`config.mk`:
```
export PLATFORM = sky130hd
export DESIGN_NAME = control_literal_table_decoder
export DESIGN_NICKNAME = d
export VERILOG_FILES = /design/src/rtl/control_literal_table_decoder.v
export VERILOG_INCLUDE_DIRS = /design/src /design/src/shared
export SDC_FILE = /design/constraint.sdc
export NUM_CORES = 1
export LEC_CHECK = 0
export BUFFER_PORTS_ARGS = -buffer_cell sky130_fd_sc_hd__buf_2
export CORE_UTILIZATION = 45
export DETAILED_ROUTE_END_ITERATION = 7
export GPL_TIMING_DRIVEN = 0
export HOLD_SLACK_MARGIN = 0.03
export PLACE_DENSITY = 0.59
export SYNTH_ARGS = -nofsm -noshare
export SYNTH_HDL_FRONTEND = slang
export SYNTH_SLANG_ARGS = --single-unit
```
`constraint.sdc`:
```
create_clock -name aclk -period 6.1 [get_ports aclk]
set_clock_uncertainty 0.1 [all_clocks]
set_input_delay 0.305 -clock aclk [delete_from_list [all_inputs] [get_ports aclk]]
set_output_delay 0.305 -clock aclk [all_outputs]
set_load 0.005 [all_outputs]
```
`src/shared/decoder_defines.vh`:
```
// Constants for the control, literal and table instruction decoder.
`ifndef DECODER_DEFINES_VH
`define DECODER_DEFINES_VH
// ----------------------------------------------------------------
// Register byte offsets.
// ----------------------------------------------------------------
`define OFS_CONTROL 8'h00
`define OFS_STATUS 8'h04
`define OFS_ACCUM 8'h08
`define OFS_IPTR 8'h0C
`define OFS_BANK 8'h10
`define OFS_STACK 8'h14
// ----------------------------------------------------------------
// Control fields and reset value.
// ----------------------------------------------------------------
`define CTL_RUN 0
`define CTL_PRESCALE 1
`define CTL_WRITE_EN 2
`define CONTROL_RESET 3'h0
// ----------------------------------------------------------------
// Status fields.
// ----------------------------------------------------------------
`define ST_C 0
`define ST_DC 1
`define ST_Z 2
`define ST_OV 3
`define ST_N 4
`define ST_TO 5
`define ST_PD 6
`define ST_GIEH 7
`define ST_GIEL 8
`define ST_WBUSY 9
`define ST_SP_LSB 16
// ----------------------------------------------------------------
// Opcode fields.
// ----------------------------------------------------------------
`define OP_SYSTEM 8'h00
`define OP_BANK 8'h01
`define OP_SUB 4'h8
`define OP_IOR 4'h9
`define OP_XOR 4'hA
`define OP_AND 4'hB
`define OP_RETLIT 4'hC
`define OP_MUL 4'hD
`define OP_MOV 4'hE
`define OP_ADD 4'hF
`define SYS_STANDBY 8'h03
`define SYS_KICK 8'h04
`define SYS_STORE_TOP 8'h05
`define SYS_REMOVE_TOP 8'h06
`define SYS_SOFT_RESET 8'hFF
`define NIB_ZERO 4'h0
`define NIB_CONDJ 4'hE
`define NIB_RELJ 4'hD
`define NIB_SECOND 4'hF
`define CONDJ_LAST 4'h7
`define LIT_POINTER 4'hE
`define LIT_ABS_JUMP 4'hF
`endif

```
`src/rtl/control_literal_table_decoder.v`:
```
// Instruction decoder for control, literal and table operations with an AXI4-Lite register port.
//
// The register addresses and the AXI4-Lite register port were left to the implementer.
`timescale 1ns/100ps
`default_nettype none
// Function
// RQ1 - Conditional jumps 1110 0000..0111 test Z,NZ,C,NC,OV,NOV,N,NN; 1 or 2 cycles.
// RQ2 - A taken relative jump loads pointer plus two plus twice the offset.
// RQ3 - Subroutine and absolute jumps are two words, twenty address bits, two cycles.
// RQ4 - A lone 1111 word and the all-zero word run as one-cycle idles.
// RQ5 - Pointer change or true test costs a second, idle cycle.
// RQ6 - Standby and watchdog kick update expiry and power-down flags; soft reset clears status.
// RQ7 - Stack-top store and remove take one cycle and touch no status.
// RQ8 - Interrupt return re-enables both interrupt enables; both returns take two cycles.
// RQ9 - Literal return loads the accumulator, returns, two cycles, status unchanged.
// RQ10 - Literal add, subtract, and, or, xor in one cycle with their flags.
// RQ11 - Literal move and multiply take one cycle and leave status alone.
// RQ12 - Bank literal load copies four bits into the bank register low nibble.
// RQ13 - Pointer literal load writes twelve bits into the chosen pointer, two cycles.
// RQ14 - Table fetch 10xx decodes four pointer modes, two cycles, no status.
// RQ15 - Table store 11xx decodes four pointer modes, two cycles, no status.
// RQ16 - A launched memory write runs until terminated, regardless of later words.
// RQ17 - Port read-modify-write sources take the pin levels, not the latch.
// RQ18 - A timer-zero count write clears the prescaler when it is assigned.
// RQ19 - Conditional tests use the flags left by the preceding instruction.
`include "decoder_defines.vh"
module control_literal_table_decoder #(
  parameter STACK_DEPTH = 31,
  parameter SP_WIDTH = 5
) (
  input wire aclk,
  input wire aresetn,
  input wire [7:0] s_axi_awaddr,
  input wire s_axi_awvalid,
  output wire s_axi_awready,
  input wire [31:0] s_axi_wdata,
  input wire [3:0] s_axi_wstrb,
  input wire s_axi_wvalid,
  output wire s_axi_wready,
  output reg [1:0] s_axi_bresp,
  output reg s_axi_bvalid,
  input wire s_axi_bready,
  input wire [7:0] s_axi_araddr,
  input wire s_axi_arvalid,
  output wire s_axi_arready,
  output reg [31:0] s_axi_rdata,
  output reg [1:0] s_axi_rresp,
  output reg s_axi_rvalid,
  input wire s_axi_rready,
  input wire [15:0] instr_word,
  input wire instr_valid,
  output wire instr_ready,
  input wire [7:0] port_b_pins,
  input wire file_is_port,
  input wire [7:0] file_latch_value,
  output wire [7:0] file_source,
  input wire timer_zero_write,
  output reg prescaler_clear,
  input wire write_done,
  output reg table_fetch,
  output reg table_store,
  output reg [1:0] table_mode,
  output reg watchdog_kick,
  output reg standby,
  output reg soft_reset,
  output reg [15:0] product,
  output reg [20:0] instruction_pointer,
  output reg [7:0] working_accumulator,
  output wire [11:0] indirect_pointer_0,
  output wire [11:0] indirect_pointer_1,
  output wire [11:0] indirect_pointer_2
);
  reg [2:0] control;
  reg [4:0] flags;
  reg watchdog_expiry_flag, power_down_flag, write_busy;
  reg global_high_interrupt_enable, peripheral_low_interrupt_enable;
  reg [7:0] bank_select_register;
  reg [11:0] indirect_pointer_n [0:2];
  reg [20:0] stack_mem [0:STACK_DEPTH-1];
  reg [SP_WIDTH-1:0] sp;
  reg flush, second_pending, second_is_pointer, second_is_call;
  reg [7:0] first_low, pins_meta, pins_sync;
  wire [20:0] stack_top, ip_inc;
  wire take, room, empty;
  reg push;
  reg [20:0] push_value;
  reg [7:0] next_logic;
  // Two-flop synchroniser for the port pins.
  always @(posedge aclk) begin
    pins_meta <= port_b_pins;
    pins_sync <= pins_meta;
  end

  // RQ17 pin-sourced operand
  // A port operand in a read-modify-write comes from the pins.
  assign file_source = file_is_port ? pins_sync : file_latch_value;

  // A push lands in memory one edge late, so the top bypasses to the pending value.
  assign room = (sp != STACK_DEPTH[SP_WIDTH-1:0]);
  assign empty = (sp == {SP_WIDTH{1'b0}});
  assign stack_top = push ? push_value : empty ? 21'h00_0000 : stack_mem[sp - 1'b1];
  assign indirect_pointer_0 = indirect_pointer_n[0];
  assign indirect_pointer_1 = indirect_pointer_n[1];
  assign indirect_pointer_2 = indirect_pointer_n[2];

  // RQ5 idle second cycle
  // The flush cycle refuses the next word so it executes as an idle.
  assign instr_ready = control[`CTL_RUN] & ~flush;
  assign take = instr_valid & instr_ready;
  assign ip_inc = instruction_pointer + 21'h00_0002;

  // Evaluates a conditional jump test against the held flags.
  function cond_met;
    input [3:0] code;
    input [4:0] f;
    reg [3:0] tests;
    begin
      tests = {f[`ST_N], f[`ST_OV], f[`ST_C], f[`ST_Z]};
      cond_met = code[0] ^ tests[code[2:1]];
    end
  endfunction
  // Flag result of an 8-bit add of a and b plus carry in.
  function [4:0] add_flags;
    input [7:0] a;
    input [7:0] b;
    input cin;
    reg [8:0] sum;
    reg [4:0] low;
    begin
      sum = {1'b0, a} + {1'b0, b} + {8'h00, cin};
      low = {1'b0, a[3:0]} + {1'b0, b[3:0]} + {4'h0, cin};
      add_flags[`ST_C] = sum[8];
      add_flags[`ST_DC] = low[4];
      add_flags[`ST_Z] = (sum[7:0] == 8'h00);
      add_flags[`ST_OV] = (a[7] == b[7]) && (sum[7] != a[7]);
      add_flags[`ST_N] = sum[7];
    end
  endfunction

  // ----------------------------------------------------------------
  // AXI4-Lite slave.
  // ----------------------------------------------------------------
  wire wr_fire, rd_fire, wr_hit;
  assign s_axi_awready = s_axi_awvalid & s_axi_wvalid & ~s_axi_bvalid;
  assign s_axi_wready = s_axi_awready;
  assign s_axi_arready = ~s_axi_rvalid;
  assign wr_fire = s_axi_awready;
  assign rd_fire = s_axi_arvalid & s_axi_arready;
  assign wr_hit = (s_axi_awaddr == `OFS_CONTROL) || (s_axi_awaddr == `OFS_ACCUM);

  // Write response and read data, both one cycle after the address is taken.
  always @(posedge aclk) begin
    if (!aresetn) begin
      s_axi_bvalid <= 1'b0;
      s_axi_bresp <= 2'b00;
      s_axi_rvalid <= 1'b0;
      s_axi_rresp <= 2'b00;
      s_axi_rdata <= 32'h0000_0000;
    end else begin
      if (s_axi_bready) s_axi_bvalid <= 1'b0;
      if (wr_fire) begin
        s_axi_bvalid <= 1'b1;
        s_axi_bresp <= wr_hit ? 2'b00 : 2'b10;
      end
      if (s_axi_rready) s_axi_rvalid <= 1'b0;
      if (rd_fire) begin
        s_axi_rvalid <= 1'b1;
        s_axi_rresp <= 2'b00;
        case (s_axi_araddr)
          `OFS_CONTROL: s_axi_rdata <= {29'h0, control};
          `OFS_STATUS: s_axi_rdata <= {{(16 - SP_WIDTH){1'b0}}, sp, 6'h00,
            write_busy, peripheral_low_interrupt_enable, global_high_interrupt_enable,
            power_down_flag, watchdog_expiry_flag, flags};
          `OFS_ACCUM: s_axi_rdata <= {24'h00_0000, working_accumulator};
          `OFS_IPTR: s_axi_rdata <= {11'h000, instruction_pointer};
          `OFS_BANK: s_axi_rdata <= {24'h00_0000, bank_select_register};
          `OFS_STACK: s_axi_rdata <= {11'h000, stack_top};
          default: begin
            s_axi_rdata <= 32'h0000_0000;
            s_axi_rresp <= 2'b10;
          end
        endcase
      end
    end
  end

  // Control register, written from the bus.
  always @(posedge aclk) begin
    if (!aresetn) begin
      control <= `CONTROL_RESET;
    end else if (wr_fire && s_axi_awaddr == `OFS_CONTROL && s_axi_wstrb[0]) begin
      control <= s_axi_wdata[2:0];
    end
  end

  // RQ18 prescaler clear
  // A timer-zero count write clears the prescaler only when assigned to it.
  always @(posedge aclk) begin
    prescaler_clear <= aresetn & timer_zero_write & control[`CTL_PRESCALE];
  end
  // Stack memory; push is raised only when a slot is free.
  always @(posedge aclk) begin
    if (push) stack_mem[sp - 1'b1] <= push_value;
  end
  // ----------------------------------------------------------------
  // Instruction execution.
  // ----------------------------------------------------------------
  always @(posedge aclk) begin
    flush <= 1'b0;
    push <= 1'b0;
    table_fetch <= 1'b0;
    table_store <= 1'b0;
    watchdog_kick <= 1'b0;
    standby <= 1'b0;
    soft_reset <= 1'b0;
    if (!aresetn) begin
      flags <= 5'h00;
      watchdog_expiry_flag <= 1'b1;
      power_down_flag <= 1'b1;
      global_high_interrupt_enable <= 1'b0;
      peripheral_low_interrupt_enable <= 1'b0;
      write_busy <= 1'b0;
      bank_select_register <= 8'h00;
      indirect_pointer_n[0] <= 12'h000;
      indirect_pointer_n[1] <= 12'h000;
      indirect_pointer_n[2] <= 12'h000;
      sp <= {SP_WIDTH{1'b0}};
      second_pending <= 1'b0;
      instruction_pointer <= 21'h00_0000;
      working_accumulator <= 8'h00;
      product <= 16'h0000;
      table_mode <= 2'b00;
    end else begin
      if (wr_fire && s_axi_awaddr == `OFS_ACCUM && s_axi_wstrb[0]) begin
        working_accumulator <= s_axi_wdata[7:0];
      end
      // RQ16 write runs on
      // A launched write stays busy until the memory terminates it; a new launch wins.
      if (write_done) write_busy <= 1'b0;
      if (take) begin
        instruction_pointer <= ip_inc;
        if (second_pending) begin
          second_pending <= 1'b0;
          // RQ4 lone second word
          // A 1111 word completes a two-word op only when one is pending.
          if (instr_word[15:12] == `NIB_SECOND) begin
            // RQ13 pointer literal
            if (second_is_pointer) begin
              if (first_low[5:4] != 2'b11) begin
                indirect_pointer_n[first_low[5:4]] <= {first_low[3:0], instr_word[7:0]};
              end
            end else begin
              // RQ3 absolute target
              instruction_pointer <= {instr_word[11:0], first_low, 1'b0};
              if (second_is_call) begin
                push <= room;
                push_value <= ip_inc;
                if (room) sp <= sp + 1'b1;
              end
            end
          end
        end else if (instr_word[15:12] == `NIB_RELJ) begin
          // RQ2 relative target
          instruction_pointer <= ip_inc + {{9{instr_word[10]}}, instr_word[10:0], 1'b0};
          flush <= 1'b1;
          if (instr_word[11]) begin
            push <= room;
            push_value <= ip_inc;
            if (room) sp <= sp + 1'b1;
          end
        end else if (instr_word[15:12] == `NIB_CONDJ) begin
          if (instr_word[11:8] <= `CONDJ_LAST) begin
            // RQ1 conditional test
            // RQ19 held flags
            if (cond_met(instr_word[11:8], flags)) begin
              instruction_pointer <= ip_inc + {{12{instr_word[7]}}, instr_word[7:0], 1'b0};
              flush <= 1'b1;
            end
          end else if (instr_word[11:9] == 3'b110 || instr_word[11:8] >= `LIT_POINTER) begin
            // RQ3 first word
            second_pending <= 1'b1;
            second_is_pointer <= (instr_word[11:8] == `LIT_POINTER);
            second_is_call <= (instr_word[11:9] == 3'b110);
            first_low <= instr_word[7:0];
          end
        end else if (instr_word[15:8] == `OP_SYSTEM) begin
          case (instr_word[7:0])
            // RQ6 standby and kick
            `SYS_STANDBY: begin
              standby <= 1'b1;
              watchdog_expiry_flag <= 1'b1;
              power_down_flag <= 1'b0;
            end
            `SYS_KICK: begin
              watchdog_kick <= 1'b1;
              watchdog_expiry_flag <= 1'b1;
              power_down_flag <= 1'b1;
            end
            // RQ7 stack-top moves
            `SYS_STORE_TOP: begin
              push <= room;
              push_value <= ip_inc;
              if (room) sp <= sp + 1'b1;
            end
            `SYS_REMOVE_TOP: if (!empty) sp <= sp - 1'b1;
            // RQ6 software reset
            `SYS_SOFT_RESET: begin
              soft_reset <= 1'b1;
              flags <= 5'h00;
              watchdog_expiry_flag <= 1'b1;
              power_down_flag <= 1'b1;
              global_high_interrupt_enable <= 1'b0;
              peripheral_low_interrupt_enable <= 1'b0;
              bank_select_register <= 8'h00;
              sp <= {SP_WIDTH{1'b0}};
              instruction_pointer <= 21'h00_0000;
            end
            default: begin
              // RQ8 returns
              if (instr_word[7:2] == 6'b000100) begin
                instruction_pointer <= stack_top;
                flush <= 1'b1;
                if (!empty) sp <= sp - 1'b1;
                if (!instr_word[1]) begin
                  global_high_interrupt_enable <= 1'b1;
                  peripheral_low_interrupt_enable <= 1'b1;
                end
              end else if (instr_word[7:3] == 5'b00001) begin
                // RQ14 table fetch
                // RQ15 table store
                flush <= 1'b1;
                table_mode <= instr_word[1:0];
                table_fetch <= ~instr_word[2];
                table_store <= instr_word[2];
                if (instr_word[2] && control[`CTL_WRITE_EN]) write_busy <= 1'b1;
              end
            end
          endcase
        end else if (instr_word[15:12] == `NIB_ZERO) begin
          case (instr_word[11:8])
            // RQ10 literal arithmetic
            `OP_ADD: begin
              working_accumulator <= working_accumulator + instr_word[7:0];
              flags <= add_flags(working_accumulator, instr_word[7:0], 1'b0);
            end
            `OP_SUB: begin
              working_accumulator <= instr_word[7:0] - working_accumulator;
              flags <= add_flags(instr_word[7:0], ~working_accumulator, 1'b1);
            end
            `OP_AND, `OP_IOR, `OP_XOR: begin
              working_accumulator <= next_logic;
              flags[`ST_Z] <= (next_logic == 8'h00);
              flags[`ST_N] <= next_logic[7];
            end
            // RQ9 literal return
            `OP_RETLIT: begin
              working_accumulator <= instr_word[7:0];
              instruction_pointer <= stack_top;
              flush <= 1'b1;
              if (!empty) sp <= sp - 1'b1;
            end
            // RQ11 move and multiply
            `OP_MOV: working_accumulator <= instr_word[7:0];
            `OP_MUL: product <= working_accumulator * instr_word[7:0];
            // RQ12 bank load
            default: begin
              if (instr_word[15:8] == `OP_BANK && instr_word[7:4] == `NIB_ZERO) begin
                bank_select_register <= {4'h0, instr_word[3:0]};
              end
            end
          endcase
        end
      end
    end
  end
  // Result of the three literal logic operations.
  always @* begin
    case (instr_word[9:8])
      2'b11: next_logic = working_accumulator & instr_word[7:0];
      2'b01: next_logic = working_accumulator | instr_word[7:0];
      default: next_logic = working_accumulator ^ instr_word[7:0];
    endcase
  end

endmodule
`default_nettype wire

```
Word level (Yosys, flattened, before mapping)
Memories as Yosys holds them, arrays and structs flattened.
Index checks and enable logic that the tools add are counted.

word-level totals
  output and inout bits = 139
  word-level logic and storage cells = 298
  bits of input ports = 95
  memories = 2
  RAM bits = 687
  bits in registers = 165

operators by class
  multiplexer cells = 122
  bitwise logic cells = 27
  order comparisons = 3
  add/subtract/negate cells = 13
  equality and inequality tests = 44
  reduce and logical (&&, ||, !) cells = 54
  multipliers = 1

memories
  memory              depth  bits a word  rd ports  clocked after Yosys merged registers in  wr ports  RTL line                            text
  stack_mem           31     21           1         0                                        1         control_literal_table_decoder.v:79  reg [20:0] stack_mem [0:STACK_DEPTH-1];
  indirect_pointer_n  3      12           3         0                                        3         control_literal_table_decoder.v:78  reg [11:0] indirect_pointer_n [0:2];

operators with widths
  operator               number
  $mux 21                22
  $pmux 21 s6            1
  $mux 8                 13
  $mux 5                 16
  $mux 1                 55
  $logic_not 8->1        6
  $eq 4x4->1 const B     11
  $add 21x21->21         2
  $pmux 21 s2            1
  $eq 8x3->1 const B     4
  $pmux 8 s4             1
  $reduce_and 7->1       4
  $eq 8x4->1 const B     3
  $reduce_and 8->1       3
  $add 21x2->21 const B  1
  $pmux 5 s4             1
  $add 8x8->9            2
  $eq 8x5->1 const B     2
  $mul 8x8->16           1
  $pmux 8 s2             1
  $not 1->1              15
  $reduce_or 13->1       1
  $mux 12                1
  $reduce_bool 2->1      6
  53 further kinds       91

Longest topological paths before layout
Gate-level depths: netlist of run 1.

  depth in word-level cells = 12
  mapped depth = 21
  gate-level depth less buffers = 19

Worst setup path after synthesis of run 1
OpenSTA, ideal clock, no wires.

  kind = reg2reg
  start = register working_accumulator[5]
  end = register product[15]
  required time = 5884 ps
  library setup time = 116 ps
  period minus slack after synthesis = 4502 ps
  slack = 1598 ps
  stages on the path, launching flop included = 18
  arrival time = 4286 ps
  cells stage by stage = dfxtp_1 > clkbuf_1 > nand2_1 > fa_1 > fa_1 > inv_1 > fa_1 > inv_1 > fa_1 > inv_1 > ha_1 > a21boi_0 > o21ai_1 > a21oi_1 > a41o_1 > o41ai_1 > xnor2_1 > o211a_1

on the way
  cells in the longest elaborated chain, start to end = 1

RTL lines
  item                      RTL line                             text
  start: declaration        control_literal_table_decoder.v:68   output reg [7:0] working_accumulator,
  start signal: assignment  control_literal_table_decoder.v:235  working_accumulator <= s_axi_wdata[7:0];
  start signal: assignment  control_literal_table_decoder.v:343  working_accumulator <= working_accumulator + instr_word[7:0];
  start signal: assignment  control_literal_table_decoder.v:347  working_accumulator <= instr_word[7:0] - working_accumulator;
  $mul 8x8->16              control_literal_table_decoder.v:364  `OP_MUL: product <= working_accumulator * instr_word[7:0];
  end signal: assignment    control_literal_table_decoder.v:364
  end: declaration          control_literal_table_decoder.v:66   output reg [15:0] product,

Every way passes these cells.
A chain may end at the register's enable or synchronous reset.

Final worst setup path of run 1
  start = register sp[0]
  end = register instruction_pointer[2]

on the way
  cells in the longest elaborated chain, start to end = 10
  elaborated cells between the ends (all ways) = 13
  those cells by class = add/sub (1); mux (10); reduce/logical (1); memory (1)

RTL lines
  item                                    RTL line                                                                  text
  start: declaration                      control_literal_table_decoder.v:80                                        reg [SP_WIDTH-1:0] sp;
  start signal: assignment                control_literal_table_decoder.v:227                                       sp <= {SP_WIDTH{1'b0}};
  start signal: assignment                control_literal_table_decoder.v:258                                       if (room) sp <= sp + 1'b1;
  start signal: assignment                control_literal_table_decoder.v:269                                       if (room) sp <= sp + 1'b1;
  $sub 5x1->5                             control_literal_table_decoder.v:101                                       assign stack_top = push ? push_value : empty ? 21'h00_0000 : stack_mem[sp - 1'b1];
  $mem_v2 31x21                           -
  $mux 21 (*) (2 in a row)                control_literal_table_decoder.v:101
  $mux 21, on equally long branches       control_literal_table_decoder.v:320, control_literal_table_decoder.v:340
  $pmux 21 s2 or $mux 21 (tied branches)  control_literal_table_decoder.v:287, control_literal_table_decoder.v:339
  $mux 21 (*)                             control_literal_table_decoder.v:286                                       end else if (instr_word[15:8] == `OP_SYSTEM) begin
  $mux 21 (*)                             control_literal_table_decoder.v:271                                       end else if (instr_word[15:12] == `NIB_CONDJ) begin
  $mux 21 (*)                             control_literal_table_decoder.v:262                                       end else if (instr_word[15:12] == `NIB_RELJ) begin
  $mux 21 (*)                             control_literal_table_decoder.v:242                                       if (second_pending) begin
  end signal: assignment                  control_literal_table_decoder.v:241                                       instruction_pointer <= ip_inc;
  end signal: assignment                  control_literal_table_decoder.v:264                                       instruction_pointer <= ip_inc + {{9{instr_word[10]}}, instr_word[10:0], 1'b0};
  end signal: assignment                  control_literal_table_decoder.v:276                                       instruction_pointer <= ip_inc + {{12{instr_word[7]}}, instr_word[7:0], 1'b0};
  end: declaration                        control_literal_table_decoder.v:67                                        output reg [20:0] instruction_pointer,

Mark *: on every way between the ends. The rest lies on a longest branch, timed or not.

==> key figures, run 1 <==
Outcome
  – Status: completed

Timing
  – Final hold violation count: 0
  – Final worst path period need: 5.95 ns
  – Period Utilization, post-route: 0.975
  – Setup TNS: 0 ns
  – Fin. max-slew vios: 0
  – Worst slew margin: 0.118
  – Final worst slack: 0.150 ns
  – Setup violators final: 0
  – RSZ-0062 raised after global routing: false
  – Fmax: 168 MHz
  – Pin slew with the least headroom to its limit: 1.31 ns

Yosys
  – #FFs+latches synth: 835
  – Synth async-reset ratio: 0
  – Top FF cell, synth: edfxtp_1
  – Seq/Total Area, Yosys: 0.607
  – Post-synth EDFFs: 718
  – Synth Area per Inst: 13.8 µm²
  – Mapped Area: 0.0394 mm²
  – Yosys warns: 0
  – Cells after synthesis: 2844
  – Synth unique cells: 102

Pwr
  – Worst vdd ir: 0.249 mV
  – Clock network power share: 0.453
  – Reg power frac: 0.519
  – Gate power share: 0.028
  – Pint: 9.27 mW
  – NetSw: 2.55 mW
  – PwrDens: 258 mW/mm²
  – Switch share: 0.216
  – Leak: 14.6 nW
  – PnR Total Power: 11.8 mW

CTS
  – CTS root buffer: clkbuf_16
  – TritonCTS Buffers: 89
  – Total number of H-tree levels: 3
  – CTS clk-pin slew, worst paths: 0.07 ns
  – Bufs on Longest Clock Path: 3
  – Worst-Skew Late Latency: 0.68 ns
  – CTS tree: done
  – Clock sinks: 835

Global route
  – Pin count of the biggest net entering global routing: 34
  – Global route hottest layer: met2
  – Number of global-route vias before repair: 27300
  – Tot GR Track Use: 0.311
  – Number of antenna violations at the first check in global routing: 4
  – First-pass GRT wire length: 196000 µm
  – Grt ovf: 0
  – Global-route track usage on met1: 0.399
  – Met3 GRT Util: 0.0597
  – Global Route met2 Usage: 0.507

Drt
  – Routed len/inst: 31.3 µm
  – Iteration-0 DRC Markers: 2841
  – Final ANT Viol Nets: 0
  – DRC: 0
  – Vias per cell: 6.18
  – Initial DRT Pass Iterations: 6
  – Wirelength, routed: 139000 µm
  – Total number of vias: 27300

Floorplanning
  – Die Wd: 298 µm
  – Die ar.: 0.0887 mm²
  – Starting Density: 0.454
  – Die Ht: 298 µm
  – Number of cell rows: 108
  – Ports: 234
  – Core footprint: 0.0868 mm²

Setup path
  – Max incr delay on CP: 1.10 ns
  – Most frequent CP cell: buf_6
  – Worst path arrival time: 6.41 ns
  – CP Launch Type: flip-flop
  – Setup CP Type: reg2reg
  – Critical-path top delay cell: o41ai_2
  – Critical path required time: 6.56 ns
  – Worst-path cell chain: buf_4 > buf_12 > buf_12 > buf_8 > buf_6 > buf_6 > inv_1 > ha_1 > buf_4 > buf_6 > clkbuf_1 > nor2_1 > a211oi_1 > a21oi_1 > a21oi_1 > nor2_1 > o41ai_2 > o21ai_1 > a21o_1 > a31oi_1
  – CP max FO: 10
  – Crit path capture type: flip-flop

Place
  – HPWL after detailed placement: 96200 µm
  – Pre-CTS WS: -0.459 ns
  – Buffers added on ports: 190
  – RePlAce Congestion: 0.962

Layout
  – Final net count: 3436
  – Area added between synthesis and finish: 16.5%
  – Share of layout cells above drive strength 1: 0.208
  – Final core utilization: 0.529

Job
  – Max-Cap Viols: 0

Worst hold path
  – Hold Crit Class: in2reg
==> timing repair <==
action,in CTS,in global routing
resized for setup,5,13
setup endpoints to repair,4,8
setup buffers,0,0
hold buffers,36,0
gates cloned,0,0
hold endpoints to repair,33,0
==> cell type report <==
| type | instances | area (µm²) |
|---|---|---|
| well taps | 1155 | 1450 |
| diodes | 1 | 2.50 |
| inverters | 113 | 432 |
| repair buffers | 251 | 1820 |
| plain buffers | 170 | 1020 |
| multi-input cells | 1736 | 14400 |
| clock inverters | 48 | 509 |
| fillers | 7305 | 40900 |
| flip-flops and latches | 835 | 23900 |
| clock buffers | 117 | 2340 |
==> flip-flops by register name, indices dropped and copies added (netlist names), 2 cells and up <==
| signal | flops |
|---|---|
| bank_select_register | 4 |
| control | 3 |
| first_low | 8 |
| flags | 5 |
| indirect_pointer_n | 36 |
| instruction_pointer | 21 |
| pins_meta | 8 |
| pins_sync | 8 |
| product | 16 |
| push_value | 21 |
| s_axi_rdata | 21 |
| sp | 5 |
| stack_mem | 651 |
| table_mode | 2 |
| working_accumulator | 8 |
==> logic make-up after synthesis <==
group	Yosys count	share of synthesized area
other	1	0.0000952
multiplexers	226	0.107
flip-flops	835	0.607
AND/OR/NAND/NOR	725	0.0850
AO/OA/AOI/OAI	551	0.0935
adder cells (fa/ha/maj)	145	0.0537
buffers and inverters	285	0.0364
XOR/XNOR	76	0.0176
==> power groups by stage <==
stage | clock [mW] | combinational, mW | sequential (mW)
2_1_floorplan | 0 | 0.161 | 6.25
3_3_place_gp | 0 | 0.302 | 6.25
3_5_place_dp | 0 | 0.305 | 6.25
4_1_cts | 5.41 | 0.324 | 6.13
5_1_grt | 5.62 | 0.349 | 6.13
6_report | 5.36 | 0.330 | 6.13
==> layout by cell type, fill, tap and decap left out, drive strengths merged, types with 39 or more instances in the layout <==
master / synthesis / layout
edfxtp: 718 / 718
buf: 88 / 301
nor2: 272 / 272
clkbuf: 84 / 200
nand2: 186 / 186
mux4: 153 / 153
a21oi: 136 / 136
o21ai: 122 / 122
dfxtp: 117 / 117
inv: 104 / 110
ha: 105 / 105
nor3: 56 / 56
xnor2: 54 / 54
a211oi: 53 / 53
nand3: 51 / 51
mux2i: 50 / 50
fa: 40 / 40
clkinv: 9 / 39
==> critical path: cells and delay by family, from the launching register on <==
kind,cells,cell delay (ns)
AO/OA/AOI/OAI,7,2.20
AND/OR/NAND/NOR,2,0.19
flip-flops,1,0.39
buffers and inverters,10,2.51
adder cells (fa/ha/maj),1,0.37
==> metal layers <==
layer	part of all wire	wire length [µm]	up-vias
li1	-	-	11600
met2	0.47	65800	1447
met5	0.00018	25	-
met1	0.39	53700	13900
met3	0.086	11900	365
met4	0.052	7160	4
==> metrics by stage <==
stage                     area (µm²)  hold slack, ns  cells
after floorplan                39400           0.210   2856
final                          45900           0.156   4426
after global routing           45900           0.148   4425
after detailed placement       42600           0.212   4226
after global placement         41800           0.211   4201
after CTS                      45800           0.128   4427
==> cells in the mapped netlist (14+ instances only) <==
master,count,area share
inv_1,100,0.0095
nor2_1,272,0.026
xnor2_1,52,0.012
nand4_1,19,0.0030
mux2_2,23,0.0066
and2_1,25,0.0040
ha_1,105,0.033
nand2_1,185,0.018
o21ai_1,33,0.0042
nor3_1,55,0.0070
buf_4,29,0.0055
nand2b_1,15,0.0024
and3_1,27,0.0043
mux2i_1,49,0.012
nor4_1,17,0.0027
dfxtp_1,117,0.059
a21oi_1,136,0.017
mux4_2,153,0.087
a31oi_1,20,0.0032
nand3_1,51,0.0065
clkbuf_1,83,0.0079
o21ai_0,89,0.011
buf_2,25,0.0032
a22oi_1,15,0.0029
fa_1,40,0.020
xor2_1,22,0.0049
o22ai_1,38,0.0060
edfxtp_1,718,0.55
nor2b_1,14,0.0022
a211oi_1,51,0.0097
==> path summary, 6_finish.rpt <==
path	depth (start not counted)	end	start	slack [ns]
setup / recovery	20	instruction_pointer[2]$_SDFFE_PN0P_	sp[0]$_SDFFE_PN0P_	0.15
hold reg to reg	0	pins_sync[4]$_DFF_P_	pins_meta[4]$_DFF_P_	0.23
setup reg to reg	20	instruction_pointer[2]$_SDFFE_PN0P_	sp[0]$_SDFFE_PN0P_	0.15
hold / removal	1	first_low[7]$_DFFE_PP_	instr_word[7]	0.16
Note: power is estimated with default switching activity, not from simulation.
==> inputs of run 2 (changes only) <==
PLACE_DENSITY = 0.63   (was 0.59)
==> run 2 against run 1 <==
  * Non-clock buffer count increased by 1
  * Final cell count unchanged
  * Count of clock-buffer cells in the layout fell by 17
  * Largest power group unchanged
==> key figures, run 2 (synthesis results as in run 1) <==
Place
  – RePlAce Congestion: 0.973 (+1.2%)
  – Inst Count DP: 4229 (+0.071%)
  – Pre-CTS WS: -0.331 ns (+0.128 ns)
  – Buffers added on ports: 190 (unchanged)
  – HPWL after detailed placement: 95900 µm (-0.38%)

Layout
  – FF/Latch Area: 0.0239 mm² (unchanged)
  – Biggest regs: stack_mem: 651 flops, indirect_pointer_n: 36 flops
  – Biggest register: stack_mem
  – FILL cells: 7232 (-1.0%)
  – Share of layout cells above drive strength 1: 0.211 (+0.00312)
  – Final Non-Filler Cells: 4426 (unchanged)
  – Commonest non-fill, non-tap cells in the layout: edfxtp_1, nor2_1, buf_2, nand2_1, mux4_2
  – Area added between synthesis and finish: 17.0%
  – Commonest non-fill, non-tap cell in the layout: edfxtp_1
  – Number of flip-flops under the largest register name: 651 (unchanged)
  – Area of the multi-input gates: 0.0144 mm² (-0.16%)
  – Final net count: 3435 (-0.029%)
  – Final core utilization: 0.531 (+0.00223)

CTS
  – CTS root buffer: clkbuf_16
  – Bufs on Longest Clock Path: 3 (unchanged)
  – Clock sinks: 835 (unchanged)
  – Total number of H-tree levels: 3 (unchanged)
  – Worst-Skew Late Latency: 0.68 ns (about the same)
  – CTS clk-pin slew, worst paths: 0.08 ns (about the same)
  – CTS tree: done
  – TritonCTS Buffers: 87 (-2.2%)

Outcome
  – Status: completed

Setup path
  – Setup CP Type: reg2reg
  – Max incr delay on CP: 0.90 ns (-0.20 ns)
  – Worst-path cell chain: buf_4 > buf_12 > buf_12 > buf_8 > buf_6 > buf_6 > inv_1 > ha_1 > buf_4 > nor3b_4 > xnor2_2 > clkbuf_2 > nand2_1 > a31oi_1 > nor2_1 > o31ai_1 > a221oi_1 > nor4_1 > o221a_1
  – Critical path required time: 6.58 ns (+0.02 ns)
  – CP max FO: 10 (unchanged)
  – Worst path arrival time: 6.51 ns (+0.10 ns)
  – Crit path capture type: flip-flop
  – CP Launch Type: flip-flop
  – CP top delay family: buffers and inverters
  – Critical-path top delay cell: o31ai_1
  – CP bufs+invs: 9 (-1)

Drt
  – Vias per cell: 6.24 (+0.98%)
  – Iteration-0 DRC Markers: 3468 (+22%)
  – Routed len/inst: 31.2 µm (-0.35%)
  – DRC: 0 (unchanged)
  – Initial DRT Pass Iterations: 5 (-1)
  – Total number of vias: 27600 (+0.98%)
  – Final ANT Viol Nets: 0 (unchanged)
  – Wirelength, routed: 138000 µm (-0.35%)

Pwr
  – Worst vdd ir: 0.371 mV (+49%)
  – Leak: 14.7 nW (+0.62%)
  – PnR Total Power: 12.1 mW (+2.0%)
  – PwrDens: 262 mW/mm² (+1.5%)

Floorplanning
  – Ports: 234 (unchanged)
  – Die Wd: 298 µm (unchanged)
  – Core footprint: 0.0868 mm² (unchanged)
  – Starting Density: 0.454 (unchanged)
  – Die ar.: 0.0887 mm² (unchanged)
  – Number of cell rows: 108 (unchanged)
  – Die Ht: 298 µm (unchanged)

Timing
  – RSZ-0062 raised after global routing: false
  – Final worst path period need: 6.03 ns (+0.0757 ns)
  – Pin slew with the least headroom to its limit: 1.46 ns (+0.143 ns)
  – Final worst slack: 0.0742 ns (-0.0757 ns)
  – Final hold violation count: 0 (unchanged)
  – Worst slew margin: 0.0222 (-0.0960)
  – Period Utilization, post-route: 0.988 (+0.0124)
  – Fin. max-slew vios: 0 (unchanged)
  – Fmax: 166 MHz (-1.3%)
  – Setup violators final: 0 (unchanged)

Global route
  – First-pass GRT wire length: 195000 µm (-0.22%)
  – Grt ovf: 0 (unchanged)
  – Tot GR Track Use: 0.309 (-0.00107)
  – Pin count of the biggest net entering global routing: 34 (unchanged)
  – Number of antenna violations at the first check in global routing: 3 (-1)
  – Number of global-route vias before repair: 26900 (-1.5%)

Worst hold path
  – Hold Crit Class: in2reg

Job
  – Max-Cap Viols: 0 (unchanged)
## run 2: changes by cell type in the layout (fill, tap and decap cells not counted), sizes merged
cell / before / now
bufinv: 7 / 12
clkbuf: 200 / 185
clkinv: 39 / 44
clkinvlp: 5 / 9
diode: 1 / 2
dlygate4sd3: 36 / 35
inv: 110 / 111
## run 2: layout make-up
type,instances,area share
Clock inverter,63,0.0159
Sequential cell,835,0.519
Inverter,113,0.00929
Tap cell,1155,0.0314
Clock buffer,100,0.0492
Multi-Input combinational cell,1736,0.312
Timing Repair Buffer,253,0.0409
Buffer,169,0.0221
Antenna cell,2,0.000109
## run 2: metrics by stage
| stage | instance area (µm²) | setup TNS (ns) | hold slack [ns] |
|---|---|---|---|
| finish | 46100 | 0 | 0.107 |
| CTS | 46000 | 0 | 0.0734 |
| global placement | 41800 | -126.08 | 0.210 |
| floorplan | 39400 | 0 | 0.210 |
| global route | 46100 | 0 | 0.0782 |
| detailed placement | 42700 | -0.681 | 0.212 |
## run 2: path summary, 6_finish.rpt
check	depth (start not counted)	from	slack, ns	end
worst max-delay path	19	sp[0]$_SDFFE_PN0P_	0.07	instruction_pointer[16]$_SDFFE_PN0P_
worst min-delay path	1	instr_word[7]	0.11	first_low[7]$_DFFE_PP_
worst max register to register	19	sp[0]$_SDFFE_PN0P_	0.07	instruction_pointer[16]$_SDFFE_PN0P_
worst min register to register	0	pins_meta[1]$_DFF_P_	0.23	pins_sync[1]$_DFF_P_
## run 2: what timing repair did
item	4_1_cts	5_1_grt
gates resized for setup	3	14
buffers inserted	0	0
hold buffers	35	0
endpoints found under the setup margin	3	4
hold endpoints to repair	32	0
## run 2: routing by layer
layer / track usage / vias up / routed length (µm) / share of wire
met5: 0 / - / 18 / 0.00013
met4: 0.137 / 2 / 6970 / 0.050
met3: 0.0674 / 368 / 13500 / 0.097
met2: 0.490 / 1697 / 64000 / 0.46
met1: 0.410 / 13900 / 53600 / 0.39
li1: - / 11600 / - / -
## run 2: power breakdown
| part | total [mW] | switching, mW | internal [mW] | leakage (nW) |
|---|---|---|---|---|
| combinational | 0.330 | 0.219 | 0.111 | 6.96 |
| sequential | 6.13 | 0.00459 | 6.13 | 6.31 |
| clock | 5.59 | 2.37 | 3.22 | 1.45 |
| total | 12.1 | 2.60 | 9.46 | 14.7 |
